## config.mk

```make
export PLATFORM = sky130hd
export DESIGN_NAME = bscan_tap
export DESIGN_NICKNAME = d
export VERILOG_FILES = /design/src/shared/bscan_pkg.sv /design/src/rtl/bscan_tap.sv
export SDC_FILE = /design/constraint.sdc
export NUM_CORES = 1
export LEC_CHECK = 0
export BUFFER_PORTS_ARGS = -buffer_cell sky130_fd_sc_hd__buf_2
export CORE_MARGIN = 2
export CORE_UTILIZATION = 30
export DETAILED_ROUTE_END_ITERATION = 10
export MAX_ROUTING_LAYER = met4
export SLEW_MARGIN = 20
export SYNTH_ARGS = -nofsm -noshare
export SYNTH_HDL_FRONTEND = slang
export SYNTH_SLANG_ARGS = --single-unit
```

## constraint.sdc

```tcl
create_clock -name ref_clk -period 4.9 [get_ports ref_clk]
set_clock_uncertainty 0.15 [all_clocks]
set_input_delay 1.225 -clock ref_clk [delete_from_list [all_inputs] [get_ports ref_clk]]
set_output_delay 1.225 -clock ref_clk [all_outputs]
set_load 0.05 [all_outputs]
```

## src/shared/bscan_pkg.sv

```systemverilog
// Contract
// - Clock and mode select shared by chain; data passes serially input to output.
// - Controller samples mode select on rising test clock; next state from both.
// - Mode select high for five clocks reaches Test-Logic-Reset from anywhere.
// - Entering Test-Logic-Reset loads the identification instruction.
// - Stopped test clock leaves state and all scan registers unchanged.
// - Data input sampled on rising edge into the chain state and instruction pick.
// - Data output updates on falling edge from the accessed chain.
// - Data output is not driven outside shift states.
// - Bypass passes data through one bit without disturbing the device.
// - Shifted data register length depends on the active instruction.
// - Boundary cells 23 to 0; data cell under control; 22 clock out, 0 signal out.
// - Bidir pins BC_8, serial-bus pin BC_4, every output enable a BC_1 cell.
// - Identification: 4-bit version, 16-bit part, 11-bit maker, lsb one.
// - User code shifts four nonvolatile bytes: 3-byte product id, one version.
// - Interface on/off at Update-DR; one disables host ports, enables scan access.
// - Read access: capture current address, shift new address, update makes it current.
// - Codes 0,1,2,3,4,5,7,8,9,10 with listed register lengths.
package bscan_pkg;
  localparam int IR_W = 4;
  localparam int DR_W = 32;
  localparam int BSR_LEN = 24;
  localparam int RA_W = 7;
  localparam int RD_W = 8;
  localparam logic [5:0] LEN_BYP = 6'h01;
  localparam logic [5:0] LEN_BSR = 6'h18;
  localparam logic [5:0] LEN_ID = 6'h20;
  localparam logic [5:0] LEN_IF = 6'h01;
  localparam logic [5:0] LEN_REG = 6'h0f;
  localparam logic [IR_W-1:0] IR_BYPASS = 4'h0;
  localparam logic [IR_W-1:0] IR_SAMPLE = 4'h1;
  localparam logic [IR_W-1:0] IR_IDCODE = 4'h2;
  localparam logic [IR_W-1:0] IR_USER = 4'h3;
  localparam logic [IR_W-1:0] IR_CLAMP = 4'h4;
  localparam logic [IR_W-1:0] IR_HIGHZ = 4'h5;
  localparam logic [IR_W-1:0] IR_EXTEST = 4'h7;
  localparam logic [IR_W-1:0] IR_IFONOFF = 4'h8;
  localparam logic [IR_W-1:0] IR_REGRD = 4'h9;
  localparam logic [IR_W-1:0] IR_REGWR = 4'ha;
  localparam logic [IR_W-1:0] IR_CAPT_VAL = 4'h1;
  // Identification fields, values arbitrary
  localparam logic [3:0] ID_VERSION = 4'h5;
  localparam logic [15:0] ID_PART = 16'h1234;
  localparam logic [10:0] ID_MAKER = 11'h155;
  // Cell kinds: BC_1 control, BC_1 output, BC_4 input, rest BC_8
  localparam logic [BSR_LEN-1:0] CTRL_MASK = 24'haaaa2a;
  localparam logic [BSR_LEN-1:0] OUT_MASK = 24'h000080;
  localparam logic [BSR_LEN-1:0] IN4_MASK = 24'h000040;
  localparam int CELL_CLOCK_OUTPUT_PIN = 22;
  localparam int CELL_CONTACTLESS_SIGNAL_OUT_PIN = 0;
  localparam logic [BSR_LEN-1:0] BSR_RST = 24'h000000;
  localparam logic [RA_W-1:0] ADDR_RST = 7'h00;

  typedef enum logic [3:0] {
    TLR, RTI, SEL_DR, CAP_DR, SH_DR, EX1_DR, PA_DR, EX2_DR, UPD_DR,
    SEL_IR, CAP_IR, SH_IR, EX1_IR, PA_IR, EX2_IR, UPD_IR
  } bscan_state_e;

  typedef struct packed {
    logic tck;
    logic tms;
    logic tdi;
  } bscan_pins_s;

  typedef struct packed {
    logic valid;
    logic [RA_W-1:0] addr;
    logic [RD_W-1:0] data;
  } bscan_wr_s;
endpackage

```

## src/rtl/bscan_tap.sv

```systemverilog
`timescale 1ns/1ps
module bscan_tap
  import bscan_pkg::*;
(
  input wire logic ref_clk,
  input wire logic rst,
  input wire bscan_pins_s pins,
  output logic tdo,
  output logic tdo_oe,
  input wire logic [31:0] user_code,
  input wire logic [BSR_LEN-1:0] core_val,
  input wire logic [BSR_LEN-1:0] pad_in,
  output logic [BSR_LEN-1:0] cell_drive,
  output logic host_if_off,
  output logic [RA_W-1:0] reg_addr,
  input wire logic [RD_W-1:0] reg_rdata,
  output bscan_wr_s reg_wr
);

  // ************************************
  // Pin synchronisers and edge detection
  // ************************************
  bscan_pins_s pins_s1_q;
  bscan_pins_s pins_s2_q;
  logic tck_d_q;
  logic [BSR_LEN-1:0] pad_s1_q;
  logic [BSR_LEN-1:0] pad_s2_q;

  always_ff @(posedge ref_clk) begin
    pins_s1_q <= pins;
    pins_s2_q <= pins_s1_q;
    pad_s1_q <= pad_in;
    pad_s2_q <= pad_s1_q;
    // Follows the pin through reset so an idle-high clock gives no false edge
    tck_d_q <= pins_s2_q.tck;
  end

  // Without edges only cell_drive (following core_val) and the end of the reg_wr valid pulse move below
  wire tck_rise = pins_s2_q.tck & ~tck_d_q;
  wire tck_fall = ~pins_s2_q.tck & tck_d_q;
  wire tms_smp = pins_s2_q.tms;
  wire tdi_smp = pins_s2_q.tdi;

  // ************************************
  // Controller
  // ************************************
  function automatic bscan_state_e tap_next(input bscan_state_e s,
                                            input logic m);
    unique case (s)
      TLR: tap_next = m ? TLR : RTI;
      RTI: tap_next = m ? SEL_DR : RTI;
      SEL_DR: tap_next = m ? SEL_IR : CAP_DR;
      CAP_DR: tap_next = m ? EX1_DR : SH_DR;
      SH_DR: tap_next = m ? EX1_DR : SH_DR;
      EX1_DR: tap_next = m ? UPD_DR : PA_DR;
      PA_DR: tap_next = m ? EX2_DR : PA_DR;
      EX2_DR: tap_next = m ? UPD_DR : SH_DR;
      UPD_DR: tap_next = m ? SEL_DR : RTI;
      SEL_IR: tap_next = m ? TLR : CAP_IR;
      CAP_IR: tap_next = m ? EX1_IR : SH_IR;
      SH_IR: tap_next = m ? EX1_IR : SH_IR;
      EX1_IR: tap_next = m ? UPD_IR : PA_IR;
      PA_IR: tap_next = m ? EX2_IR : PA_IR;
      EX2_IR: tap_next = m ? UPD_IR : SH_IR;
      UPD_IR: tap_next = m ? SEL_DR : RTI;
    endcase
  endfunction

  bscan_state_e state_q;
  bscan_state_e state_d;

  assign state_d = tck_rise ? tap_next(state_q, tms_smp) : state_q;

  always_ff @(posedge ref_clk) begin
    if (rst) begin
      state_q <= TLR;
    end else begin
      state_q <= state_d;
    end
  end

  // ************************************
  // Instruction register
  // ************************************
  logic [IR_W-1:0] ir_sh_q;
  logic [IR_W-1:0] ir_q;

  always_ff @(posedge ref_clk) begin
    if (rst) begin
      ir_sh_q <= IR_CAPT_VAL;
      ir_q <= IR_IDCODE;
    end else if (tck_rise) begin
      if (state_q == CAP_IR) begin
        ir_sh_q <= IR_CAPT_VAL;
      end else if (state_q == SH_IR) begin
        ir_sh_q <= {tdi_smp, ir_sh_q[IR_W-1:1]};
      end
      if (state_d == TLR) begin
        ir_q <= IR_IDCODE;
      end else if (state_q == UPD_IR) begin
        ir_q <= ir_sh_q;
      end
    end
  end

  // ************************************
  // Instruction decode
  // ************************************
  function automatic logic [IR_W-1:0] ir_norm(input logic [IR_W-1:0] c);
    unique case (c)
      IR_SAMPLE, IR_IDCODE, IR_USER, IR_CLAMP, IR_HIGHZ,
      IR_EXTEST, IR_IFONOFF, IR_REGRD, IR_REGWR: ir_norm = c;
      default: ir_norm = IR_BYPASS;
    endcase
  endfunction

  function automatic logic [5:0] dr_len(input logic [IR_W-1:0] c);
    unique case (c)
      IR_SAMPLE, IR_EXTEST: dr_len = LEN_BSR;
      IR_IDCODE, IR_USER: dr_len = LEN_ID;
      IR_IFONOFF: dr_len = LEN_IF;
      IR_REGRD, IR_REGWR: dr_len = LEN_REG;
      default: dr_len = LEN_BYP;
    endcase
  endfunction

  wire [IR_W-1:0] ins = ir_norm(ir_q);
  wire bsr_sel = (ins == IR_SAMPLE) | (ins == IR_EXTEST);
  wire drive_upd = (ins == IR_EXTEST) | (ins == IR_CLAMP);
  wire highz = ins == IR_HIGHZ;
  wire [5:0] len = dr_len(ins);

  // ************************************
  // Boundary cells
  // ************************************
  logic [BSR_LEN-1:0] bsr_upd_q;
  logic [BSR_LEN-1:0] bsr_cap;
  logic [BSR_LEN-1:0] drive_d;

  // Cell 22 is the clock output pad, cell 0 the signal output pad
  for (genvar i = 0; i < BSR_LEN; i++) begin : g_cell
    localparam bit IS_CTRL = CTRL_MASK[i];
    localparam bit IS_OUT = OUT_MASK[i];
    localparam bit IS_IN4 = IN4_MASK[i];
    // BC_1 cells capture the core value; BC_8 and BC_4 capture the pad
    assign bsr_cap[i] = (IS_CTRL | IS_OUT) ? core_val[i] : pad_s2_q[i];
    if (IS_IN4) begin : g_in4
      assign drive_d[i] = core_val[i];
    end else if (IS_CTRL) begin : g_ctl
      assign drive_d[i] = highz ? 1'b0 :
                          (drive_upd ? bsr_upd_q[i] : core_val[i]);
    end else begin : g_dat
      assign drive_d[i] = drive_upd ? bsr_upd_q[i] : core_val[i];
    end
  end

  // ************************************
  // Data register
  // ************************************
  logic [DR_W-1:0] dr_q;
  logic if_off_q;
  logic [RA_W-1:0] addr_q;
  logic [DR_W-1:0] dr_cap;
  logic [DR_W-1:0] dr_shift;

  wire [DR_W-1:0] id_word = {ID_VERSION, ID_PART, ID_MAKER, 1'b1};
  wire [DR_W-1:0] top_bit = 32'h1 << (len - 6'h01);

  always_comb begin
    unique case (ins)
      IR_SAMPLE, IR_EXTEST: dr_cap = {8'h00, bsr_cap};
      IR_IDCODE: dr_cap = id_word;
      IR_USER: dr_cap = user_code;
      IR_IFONOFF: dr_cap = {31'h0, if_off_q};
      IR_REGRD: dr_cap = {17'h0, reg_rdata, addr_q};
      default: dr_cap = 32'h0;
    endcase
  end

  // Serial path: input enters at bit len-1, bit 0 faces the output
  assign dr_shift = ({1'b0, dr_q[DR_W-1:1]} & ~top_bit) |
                    (tdi_smp ? top_bit : 32'h0);

  wire upd_dr = tck_rise & (state_q == UPD_DR);

  always_ff @(posedge ref_clk) begin
    if (rst) begin
      dr_q <= 32'h0;
    end else if (tck_rise) begin
      if (state_q == CAP_DR) begin
        dr_q <= dr_cap;
      end else if (state_q == SH_DR) begin
        dr_q <= dr_shift;
      end
    end
  end

  always_ff @(posedge ref_clk) begin
    if (rst) begin
      bsr_upd_q <= BSR_RST;
      if_off_q <= 1'b0;
      addr_q <= ADDR_RST;
    end else if (upd_dr) begin
      if (bsr_sel) begin
        bsr_upd_q <= dr_q[BSR_LEN-1:0];
      end
      if (ins == IR_IFONOFF) begin
        if_off_q <= dr_q[0];
      end
      if ((ins == IR_REGRD) && if_off_q) begin
        addr_q <= dr_q[RA_W-1:0];
      end
    end
  end

  // ************************************
  // Register write strobe
  // ************************************
  always_ff @(posedge ref_clk) begin
    if (rst) begin
      reg_wr <= '0;
    end else begin
      reg_wr.valid <= upd_dr & (ins == IR_REGWR) & if_off_q;
      if (upd_dr & (ins == IR_REGWR)) begin
        reg_wr.addr <= dr_q[RA_W-1:0];
        reg_wr.data <= dr_q[RA_W+RD_W-1:RA_W];
      end
    end
  end

  // ************************************
  // Test data output
  // ************************************
  wire shifting = (state_q == SH_DR) | (state_q == SH_IR);
  wire out_bit = (state_q == SH_IR) ? ir_sh_q[0] : dr_q[0];

  always_ff @(posedge ref_clk) begin
    if (rst) begin
      tdo <= 1'b0;
      tdo_oe <= 1'b0;
    end else if (tck_fall) begin
      tdo <= shifting ? out_bit : 1'b0;
      tdo_oe <= shifting;
    end
  end

  always_ff @(posedge ref_clk) begin
    if (rst) begin
      cell_drive <= BSR_RST;
    end else begin
      cell_drive <= drive_d;
    end
  end

  assign host_if_off = if_off_q;
  assign reg_addr = addr_q;

endmodule

```

Word-level counts from Yosys, hierarchy flattened
Index checks and enable logic that the tools add are counted.
{"block": "totals", "ff_bits": 171, "out_inout_bits": 50, "word_cells": 140}
{"block": "op_classes", "n_eq_ne": 33, "mux": 49, "n_bitwise": 13, "shift": 1, "addsub": 1, "reduce_logical": 20}
{"op": "32-bit case mux with 5 select lines", "n": 1}
{"op": "32-bit two-way mux", "n": 3}
{"op": "4-bit equality test, second input constant", "n": 14}
{"op": "4-bit case mux with 12 select lines", "n": 1}
{"op": "4-bit by 3-bit equality test with 1-bit output, second input constant", "n": 10}
{"op": "4-bit two-way mux", "n": 10}
{"op": "31-bit by 32-bit AND with 32-bit output", "n": 1}
{"op": "32-bit NOT", "n": 1}
{"op": "32-bit bitwise OR", "n": 1}
{"op": "1-bit by 6-bit << shifter with 32-bit output, first input constant", "n": 1}
{"op": "1-bit two-way mux", "n": 28}
{"op": "4-bit by 2-bit equality test with 1-bit output, second input constant", "n": 6}
{"op": "6-bit case mux with 3 select lines", "n": 1}
{"op": "4-bit by 1-bit equality test with 1-bit output, second input constant", "n": 3}
{"op": "2-bit AND reduction", "n": 6}
{"op": "2-bit OR reduction", "n": 6}
{"op": "9-bit OR reduction", "n": 1}
{"op": "4-bit logical NOT", "n": 2}
{"op": "2-bit two-way mux", "n": 3}
{"op": "3-bit two-way mux", "n": 2}
{"op": "2-bit nonzero test", "n": 3}
{"op": "6-bit by 1-bit subtractor with 6-bit output, second input constant", "n": 1}
{"op": "1-bit AND", "n": 5}
{"op": "1-bit bitwise OR", "n": 3}
{"op": "other kinds (3)", "n": 4}

Longest topological paths before layout
Gate-level depths: netlist of the first run.
{"block": "logic_depth", "ltp_word": 13, "mapped_depth": 8}

Worst setup path before layout of the first run
OpenSTA, ideal clock, no wires.
{"block": "synth_path", "path_type": "input port to flip-flop", "from": "in rst", "to": "reg if_off_q, in the netlist host_if_off", "stages": 4, "path_slack_ns": 2.618, "setup_time_ns": 0.128, "n_path_buf": 3, "t_arrival_ns": 2.004, "required_ns": 4.622, "path_cell_list": "clkbuf_1 buf_2 clkbuf_1 nor2_1"}
{"element": "from (decl)", "line": "bscan_tap.sv:6", "text": "input wire logic rst,"}
{"element": "to (signal assigned)", "line": "bscan_tap.sv:208", "text": "if_off_q <= dr_q[0];"}
{"element": "to (decl)", "line": "bscan_tap.sv:161", "text": "logic if_off_q;"}
No word-level cell between the ends.

Final worst setup path of the first run
{"block": "layout_path", "from": "reg state_q[1]", "to": "reg dr_q[1]"}
{"block": "layout_between", "elab_chain_len": 3, "word_cells_on_any_way": 5, "cone_classes": "eq/ne (2); mux (1); reduce/logical (2)"}
{"element": "from (decl)", "line": "bscan_tap.sv:69", "text": "bscan_state_e state_q;"}
{"element": "from (signal assigned)", "line": "bscan_tap.sv:78", "text": "state_q <= state_d;"}
{"element": "4-bit by 2-bit equality test with 1-bit output / 4-bit by 3-bit equality test with 1-bit output (equally long branches)", "line": "bscan_tap.sv:190, bscan_tap.sv:192"}
{"element": "2-bit nonzero test (no source line)"}
{"element": "2-bit AND reduction (no source line)"}
{"element": "to (signal assigned)", "line": "bscan_tap.sv:191", "text": "dr_q <= dr_cap;"}
{"element": "to (signal assigned)", "line": "bscan_tap.sv:193", "text": "dr_q <= dr_shift;"}
{"element": "to (decl)", "line": "bscan_tap.sv:160", "text": "logic [DR_W-1:0] dr_q;"}
Parallel ways exist; a longest one is shown, timed or not.
A chain may end at the register's enable or synchronous reset.

==> results.txt, run 1 <==
Net switching is 24.2% of the power. The net total in the final layout came out at 886. STA classifies the critical path startpoint as a register. The data arrival time of the critical path came out at 2.89 ns. The mean area per synthesized cell came out at between 8 and 9 um2.

The biggest fanout along the worst timing path is 24. The register bit total from synthesis came out at 148. The post-cts gate resize count is 0. The worst hold path belongs to the class register to register. The clock-pin transition on the worst setup and hold timing paths is about 0.070 ns. The number of global-route vias before repair is about 4800. The area growth from synthesis to layout is 22.9%. The final setup violation count came out at 0. The fraction of the yosys area taken by sequential cells came out at 48.6%. The clock net sink count came out at 148.

The maximum number of pins on one net before global-route repair came out at 77. The global placer's final weighted congestion came out at 0.826. The die width is 147 um. The initial antenna violation count came out at 1. Setup repair after global routing left no endpoint under its margin. The most instantiated flip-flop cell in the synthesis netlist is dfxtp_1.

The final hold violation count was 0. The number of pins exceeding their max-slew limit in the final report was 0. Derived from the worst setup path, the maximum achievable clock frequency is 369 MHz. The async set-reset flop share out of synthesis is 0%. After technology mapping, the gate count stands at 698.

At the worst endpoint, the required time is 5.08 ns. The wire length reported by the detailed router came out at 17200 um. Headroom to the max-slew limit came out at 37.6%. The net count after synthesis came out at 791.

The initial core utilization came out at 30.3%. The cell area after synthesis is 6100 um2. The tree is rooted in a clkbuf_16. In the routed layout, each cell is associated on average with a via count of 4.89. The buffer count from post-CTS setup fixing is 0. The number of flops mapped to enable cells by yosys is 0. The half-perimeter wire length of the detailed placement result is ~12000 um. The total overflow reported by the global router is 0. The post-layout utilization of the core is roughly 37%.

Subtracting the final worst setup slack from the clock period gives 2.71 ns. Cells with a size suffix above 1 make up 23.6% of the layout. The sequential share of power came out at around 45%.

The detailed-router iteration count before antenna repair is 5. The clock latency on the worst-skew pair came out at approximately 0.43 ns. The clock group share of total power came out at around half. The number of synthesis warnings came out at 0. The worst setup path is captured at a register. The pin slew with the least headroom to its limit is 0.936 ns.

The internal power came out at 2.10 mW. The setup TNS came out at 0 ns. The number of hold buffers added after CTS was 0. The count of buffers added on input and output ports is 130. The worst path uses 55.3% of the clock period.

In the final routed layout, each cell accounts on average for 16.0 um. The count of maximum capacitance violations came out at 0. The remaining number of nets flagged by the antenna check after routing came out at 0.

After synthesis, the netlist uses 64 different library cells. The finished layout holds 1076 standard cells, fillers aside. No sink is reached through more buffers than the 2 on the longest clock path. TritonCTS built the clock tree. The total track usage came out at between 15 and 20%. The worst voltage drop across the vdd grid is 0.000228 V. Summed over all nets, the switching power comes to 0.672 mW.

The global-route wire length before repair is roughly 27000 um. The placed instances occupy a cell area of 6880 um2. The die area is 21500 um2. The number of placed instances, taps included came out at 1044.

The number of DRC markers in iteration 0 came out at between 400 and 500. The combinational group share of total power came out at 5.8%. 143 I/O pins were placed. In the routed design, unresolved DRC markers number 0. The flow ran to the end, and the final reports show no timing, DRC or antenna violations. The core footprint is 20100 um2.

The power density over cell area is 369 nW/um2. The number of levels in the clock H-tree came out at 4. The die is around 150 um tall. The worst setup path is of the register to register kind. The via total after detailed routing came out at 5262. The TritonCTS buffer count is 17. The post-route cell area is about 7500 um2. The cell leakage power is approximately 3.0 nW. The number of cell rows came out at 52.
## path summary, 6_finish.rpt
path | start | endpoint | slack [ns] | cells past startpoint
max | state_q[1] | dr_q[1] | 2.19 | 6
min | pad_s1_q[14] | pad_s2_q[14] | 0.18 | 0
max reg2reg | state_q[1] | dr_q[1] | 2.19 | 6
min reg2reg | pad_s1_q[14] | pad_s2_q[14] | 0.18 | 0
## critical path, cell delays in order, from the launching register on
cell      delay [ns]
dfxtp_1         0.64
nor2b_1         0.26
nand2_1         0.14
a211oi_4        0.71
buf_4           0.39
nor2_1          0.08
a211oi_1        0.24
## power by group through the flow
stage          clock, mW  sequential (mW)  combinational (mW)
4_1_cts             1.40             1.25               0.162
5_1_grt             1.45             1.25               0.174
6_report            1.36             1.25               0.161
3_5_place_dp           0             1.27               0.161
3_3_place_gp           0             1.27               0.161
2_1_floorplan          0             1.30              0.0649
## per-stage QoR
stage | total power, mW | hold slack [ns] | worst slack [ns]
after floorplan | 1.37 | 0.160 | 2.62
after global placement | 1.43 | 0.163 | 2.15
after detailed placement | 1.43 | 0.162 | 2.15
after CTS | 2.80 | 0.177 | 2.20
after global routing | 2.88 | 0.180 | 1.95
final | 2.77 | 0.177 | 2.19
## cells in the mapped netlist (3+ instances only)
| cell type | instances | area [um2] |
|---|---|---|
| a2111oi_0 | 4 | 35.0 |
| a211oi_1 | 20 | 150 |
| a21oi_1 | 70 | 350 |
| a221oi_1 | 13 | 114 |
| a22oi_1 | 15 | 113 |
| a31o_1 | 3 | 26.3 |
| a32oi_1 | 10 | 87.6 |
| and2_1 | 3 | 18.8 |
| buf_1 | 5 | 18.8 |
| buf_2 | 18 | 90.1 |
| clkbuf_1 | 34 | 128 |
| dfxtp_1 | 148 | 2960 |
| inv_1 | 6 | 22.5 |
| inv_2 | 3 | 11.3 |
| mux2_2 | 7 | 78.8 |
| mux2i_1 | 28 | 280 |
| nand2_1 | 112 | 420 |
| nand2b_1 | 10 | 62.6 |
| nand3_1 | 8 | 40.0 |
| nor2_1 | 72 | 270 |
| nor2b_1 | 13 | 81.3 |
| nor3_1 | 26 | 130 |
| nor3b_1 | 5 | 37.5 |
| o211ai_1 | 3 | 22.5 |
| o21ai_0 | 12 | 60.1 |
| o2bb2ai_1 | 9 | 78.8 |
## cell usage in the layout (no fill, tap or decap), types with 5 or more instances in the layout
cell type / Yosys / routed
a221oi_1: 13 / 13
inv_1: 6 / 6
a32oi_1: 10 / 10
nand3_1: 8 / 8
a22oi_1: 15 / 15
buf_2: 18 / 129
clkbuf_16: 0 / 17
inv_6: 0 / 7
nand2_1: 112 / 112
mux2_2: 7 / 7
mux2i_1: 28 / 28
o2bb2ai_1: 9 / 9
dfxtp_1: 148 / 148
nor3_1: 26 / 26
o21ai_0: 12 / 12
buf_4: 2 / 8
nor2b_1: 13 / 13
nor3b_1: 5 / 5
nand2b_1: 10 / 10
a211oi_1: 20 / 19
a21oi_1: 70 / 70
nor2_1: 72 / 72
## final cells by class
class | count | area [um2]
clock inverters | 14 | 188
multi-input cells | 480 | 2840
fillers | 2025 | 12600
flip-flops and latches | 148 | 2960
well taps | 270 | 338
diodes | 1 | 2.50
repair buffers | 137 | 706
clock buffers | 17 | 425
inverters | 9 | 33.8
## cells by family after synthesis
family,count (synthesis),share of synthesized area [%]
multiplexers,35,5.89
flip-flops,148,48.6
AND/OR/NAND/NOR,266,20.2
XOR/XNOR,2,0.410
AO/OA/AOI/OAI,177,19.9
buffers and inverters,70,5.05
## state kept, by name, summed over array words and instances, names as in the netlist, 7 cells and up
| name | count |
|---|---|
| pad_s2_q | 12 |
| reg_wr | 16 |
| pad_s1_q | 12 |
| dr_q | 32 |
| bsr_upd_q | 23 |
| cell_drive | 24 |
| reg_addr | 7 |
## layer usage
layer	GRT usage, %	vias up	wire length [um]
li1	-	2658	-
met5	-	-	0
met1	24.0	2427	8490
met3	3.91	25	1030
met4	6.36	0	348
met2	22.7	152	7300
(Power assumes the default switching activity.)
==> inputs of run 2 (changes only) <==
clock period = 2.5 ns   (was 4.9 ns; I/O delays follow)
==> run 2 against run 1 <==
Clock power is 83% higher. Die area stayed put. Register-to-register slack got worse by 1.9 ns. Sequential share of layout area is 0.71 points lower. Flip-flop and latch count unchanged. Critical path depth stayed put. Power grew 90%. Sequential power is 95% higher. Hold slack worse by 0.035 ns. Wire length up 2.8%. Maximum frequency up 22%. Highest routed layer unchanged.
==> results.txt, run 2 (same netlist as run 1, synthesis figures left out) <==
The final clock period utilization by the worst path is 88.6% (+33 points). The net total in the final layout came out at 907 (+2.4%). Traced cell by cell, the critical path runs through buf_4, nor2b_1, mux2i_1, mux2_2, a32oi_1, a211oi_1. The share of final-layout standard cells stronger than drive strength 1 is 25.5% (+1.9 points). The synthesis-to-finish area growth came out at 25.2%. The number of pins exceeding their max-slew limit in the final report came out at 0 (unchanged).

The worst hold path belongs to the class primary input to register. The clock net sink count is 148 (unchanged). The pin slew with the least headroom to its limit came out at 0.663 ns (-0.273 ns).

The slack of the worst reg-to-reg path is 0.29 ns (-1.91 ns). The I/O pin count is 143 (unchanged). The internal power is 3.93 mW (+87%). The setup TNS came out at 0 ns (unchanged). The post-route minimum period is 2.21 ns (-0.494 ns). The clock latency on the worst-skew pair is 0.43 ns (about the same). The combinational group share of total power is 6.4% (+0.6 points). The number of DRC markers in iteration 0 is 401 (-17%). The final hold violation count was 0 (unchanged). The die width is 147 um (unchanged). The data arrival time of the critical path is 2.37 ns (-0.52 ns). The detailed-router iteration count before antenna repair was 5 (unchanged). The via total after detailed routing was 5366 (+2.0%). The number of global-route vias before repair is 4926 (+3.5%). TritonCTS built the clock tree. The initial core utilization is 30.3% (unchanged).

The worst-case reg-to-reg path depth is 6 (unchanged). The run finished with clean final reports. The clock-pin transition on the worst setup and hold timing paths came out at 0.06 ns (about the same). The flip-flop count of the largest register, all copies and words added came to 32 (unchanged).

The buffer count from post-CTS setup fixing is 0 (unchanged). The worst setup path is launched from a register. The endpoint required time on the critical path is 2.65 ns (-2.43 ns). The count of buffers inserted at the top-level ports is 130 (unchanged). The total DRC errors in the routed layout is 0 (unchanged). The TritonCTS buffer count is 17 (unchanged). The average routed wire per standard cell is 16.1 um (+0.85%). The global-route wire length before repair came out at 27600 um (+0.83%).

The overall power consumption came to 5.26 mW (+90%). The largest registers in the layout are dr_q x32, cell_drive x24, bsr_upd_q x23. The worst-path cell with the longest stage delay is dfxtp_1. The core footprint was 20100 um2 (unchanged).

The number of levels in the clock H-tree is 4 (unchanged). The cell leakage power is 3.11 nW (+3.1%). The global placer's final weighted congestion came out at 0.897 (+8.5%).

The total net switching power is 1.33 mW (+98%). The worst stage delay on the critical path was 0.69 ns (-0.02 ns). The die height is 147 um (unchanged).

The total track usage is 17.0% (+0.26 points). The die area came out at 21500 um2 (unchanged). The worst slew slack as a fraction of its limit was 55.7% (+18 points).

In the layout the commonest cells are dfxtp_1, buf_2, nand2_1. The highest clock rate came out at 451 MHz (+22%). The maximum number of pins on one net before global-route repair is 40 (-48%).

The half-perimeter wire length of the detailed placement result was 12500 um (+5.2%). The net switching share of the total power came out at 25.3% (+1.1 points). The sequential share of power is 46.3% (+1.3 points). The number of hold buffers added after CTS is 0 (unchanged). Leaving out fill and tap cells, the most frequent cell in the layout is dfxtp_1. The number of cells traversed by the worst hold path is 1 (+1). The biggest fanout along the worst timing path is 13 (-46%). The clock group share of total power was 47.3% (-1.9 points). The register with the most flip-flops in the final layout is dr_q. The instance area at placement came out at 7070 um2 (+2.7%). The post-route cell area came to 7640 um2 (+1.8%).

The post-layout utilization of the core came to 38.0% (+0.68 points). The worst setup path is captured at a register. The count of inserted antenna diode cells was 0 (-1). The count of maximum capacitance violations is 0 (unchanged).

The power density over cell area came out at 689 nW/um2 (+86%). Clock tree synthesis selected as its root buffer the cell clkbuf_16. Setup repair after global routing left no endpoint under its margin. The post-cts gate resize count is 0 (unchanged). The number of cell rows came out at 52 (unchanged).

The wire length reported by the detailed router is 17600 um (+2.8%). The total overflow reported by the global router came out at 0 (unchanged). The critical path is of the register to register type.

The initial antenna violation count came out at 0 (-1). The worst voltage drop across the vdd grid is 0.000447 V (+96%). The per-cell via count in the routed design was 4.89 (about the same). The remaining number of nets flagged by the antenna check after routing came out at 0 (unchanged). The buffer depth of the longest clock path came out at 2 (unchanged). The final setup violation count is 0 (unchanged).
-- run 2: cell type report --
class                      count  area [um2]
inverter                       9        33.8
timing repair buffer         158         888
fill                        2105       12500
clock inverter                14         141
clock buffer                  18         429
sequential                   148        2960
multi-input combinational    480        2840
tap                          270         338
-- run 2: worst max-delay path, delay by kind of cell (launching register included) --
kind | cells | cell delay, ns
flops | 1 | 0.69
mux | 2 | 0.42
simple gates | 1 | 0.32
buf+inv | 1 | 0.27
compound gates | 2 | 0.23
-- run 2: per-layer routing --
metal | track usage (%) | up-vias | share of wire (%)
li1 | - | 2692 | -
met1 | 23.5 | 2467 | 49
met2 | 24.3 | 178 | 44
met3 | 3.19 | 29 | 5.6
met4 | 7.04 | 0 | 1.9
met5 | - | - | 0
-- run 2: power by group through the flow --
stage          sequential, mW  clock, mW  combinational, mW
6_report                 2.44       2.49              0.337
5_1_grt                  2.44       2.65              0.364
4_1_cts                  2.44       2.55              0.338
3_5_place_dp             2.49          0              0.337
3_3_place_gp             2.49          0              0.338
2_1_floorplan            2.55          0              0.127
-- run 2: worst paths after layout --
kind                  end          from
max               dr_q[0]       ir_q[1]
min          pins_s1_q[2]       pins[2]
max reg2reg       dr_q[0]       ir_q[1]
min reg2reg  pins_s2_q[2]  pins_s1_q[2]
-- run 2: per-stage QoR --
step / setup WS, ns / std cells / hold WS (ns)
final: 0.285 / 1097 / 0.142
after global routing: 0.0778 / 1097 / 0.130
after CTS: 0.307 / 1097 / 0.127
after detailed placement: 0.334 / 1065 / 0.162
after global placement: 0.363 / 1065 / 0.163
after floorplan: 0.613 / 698 / 0.160
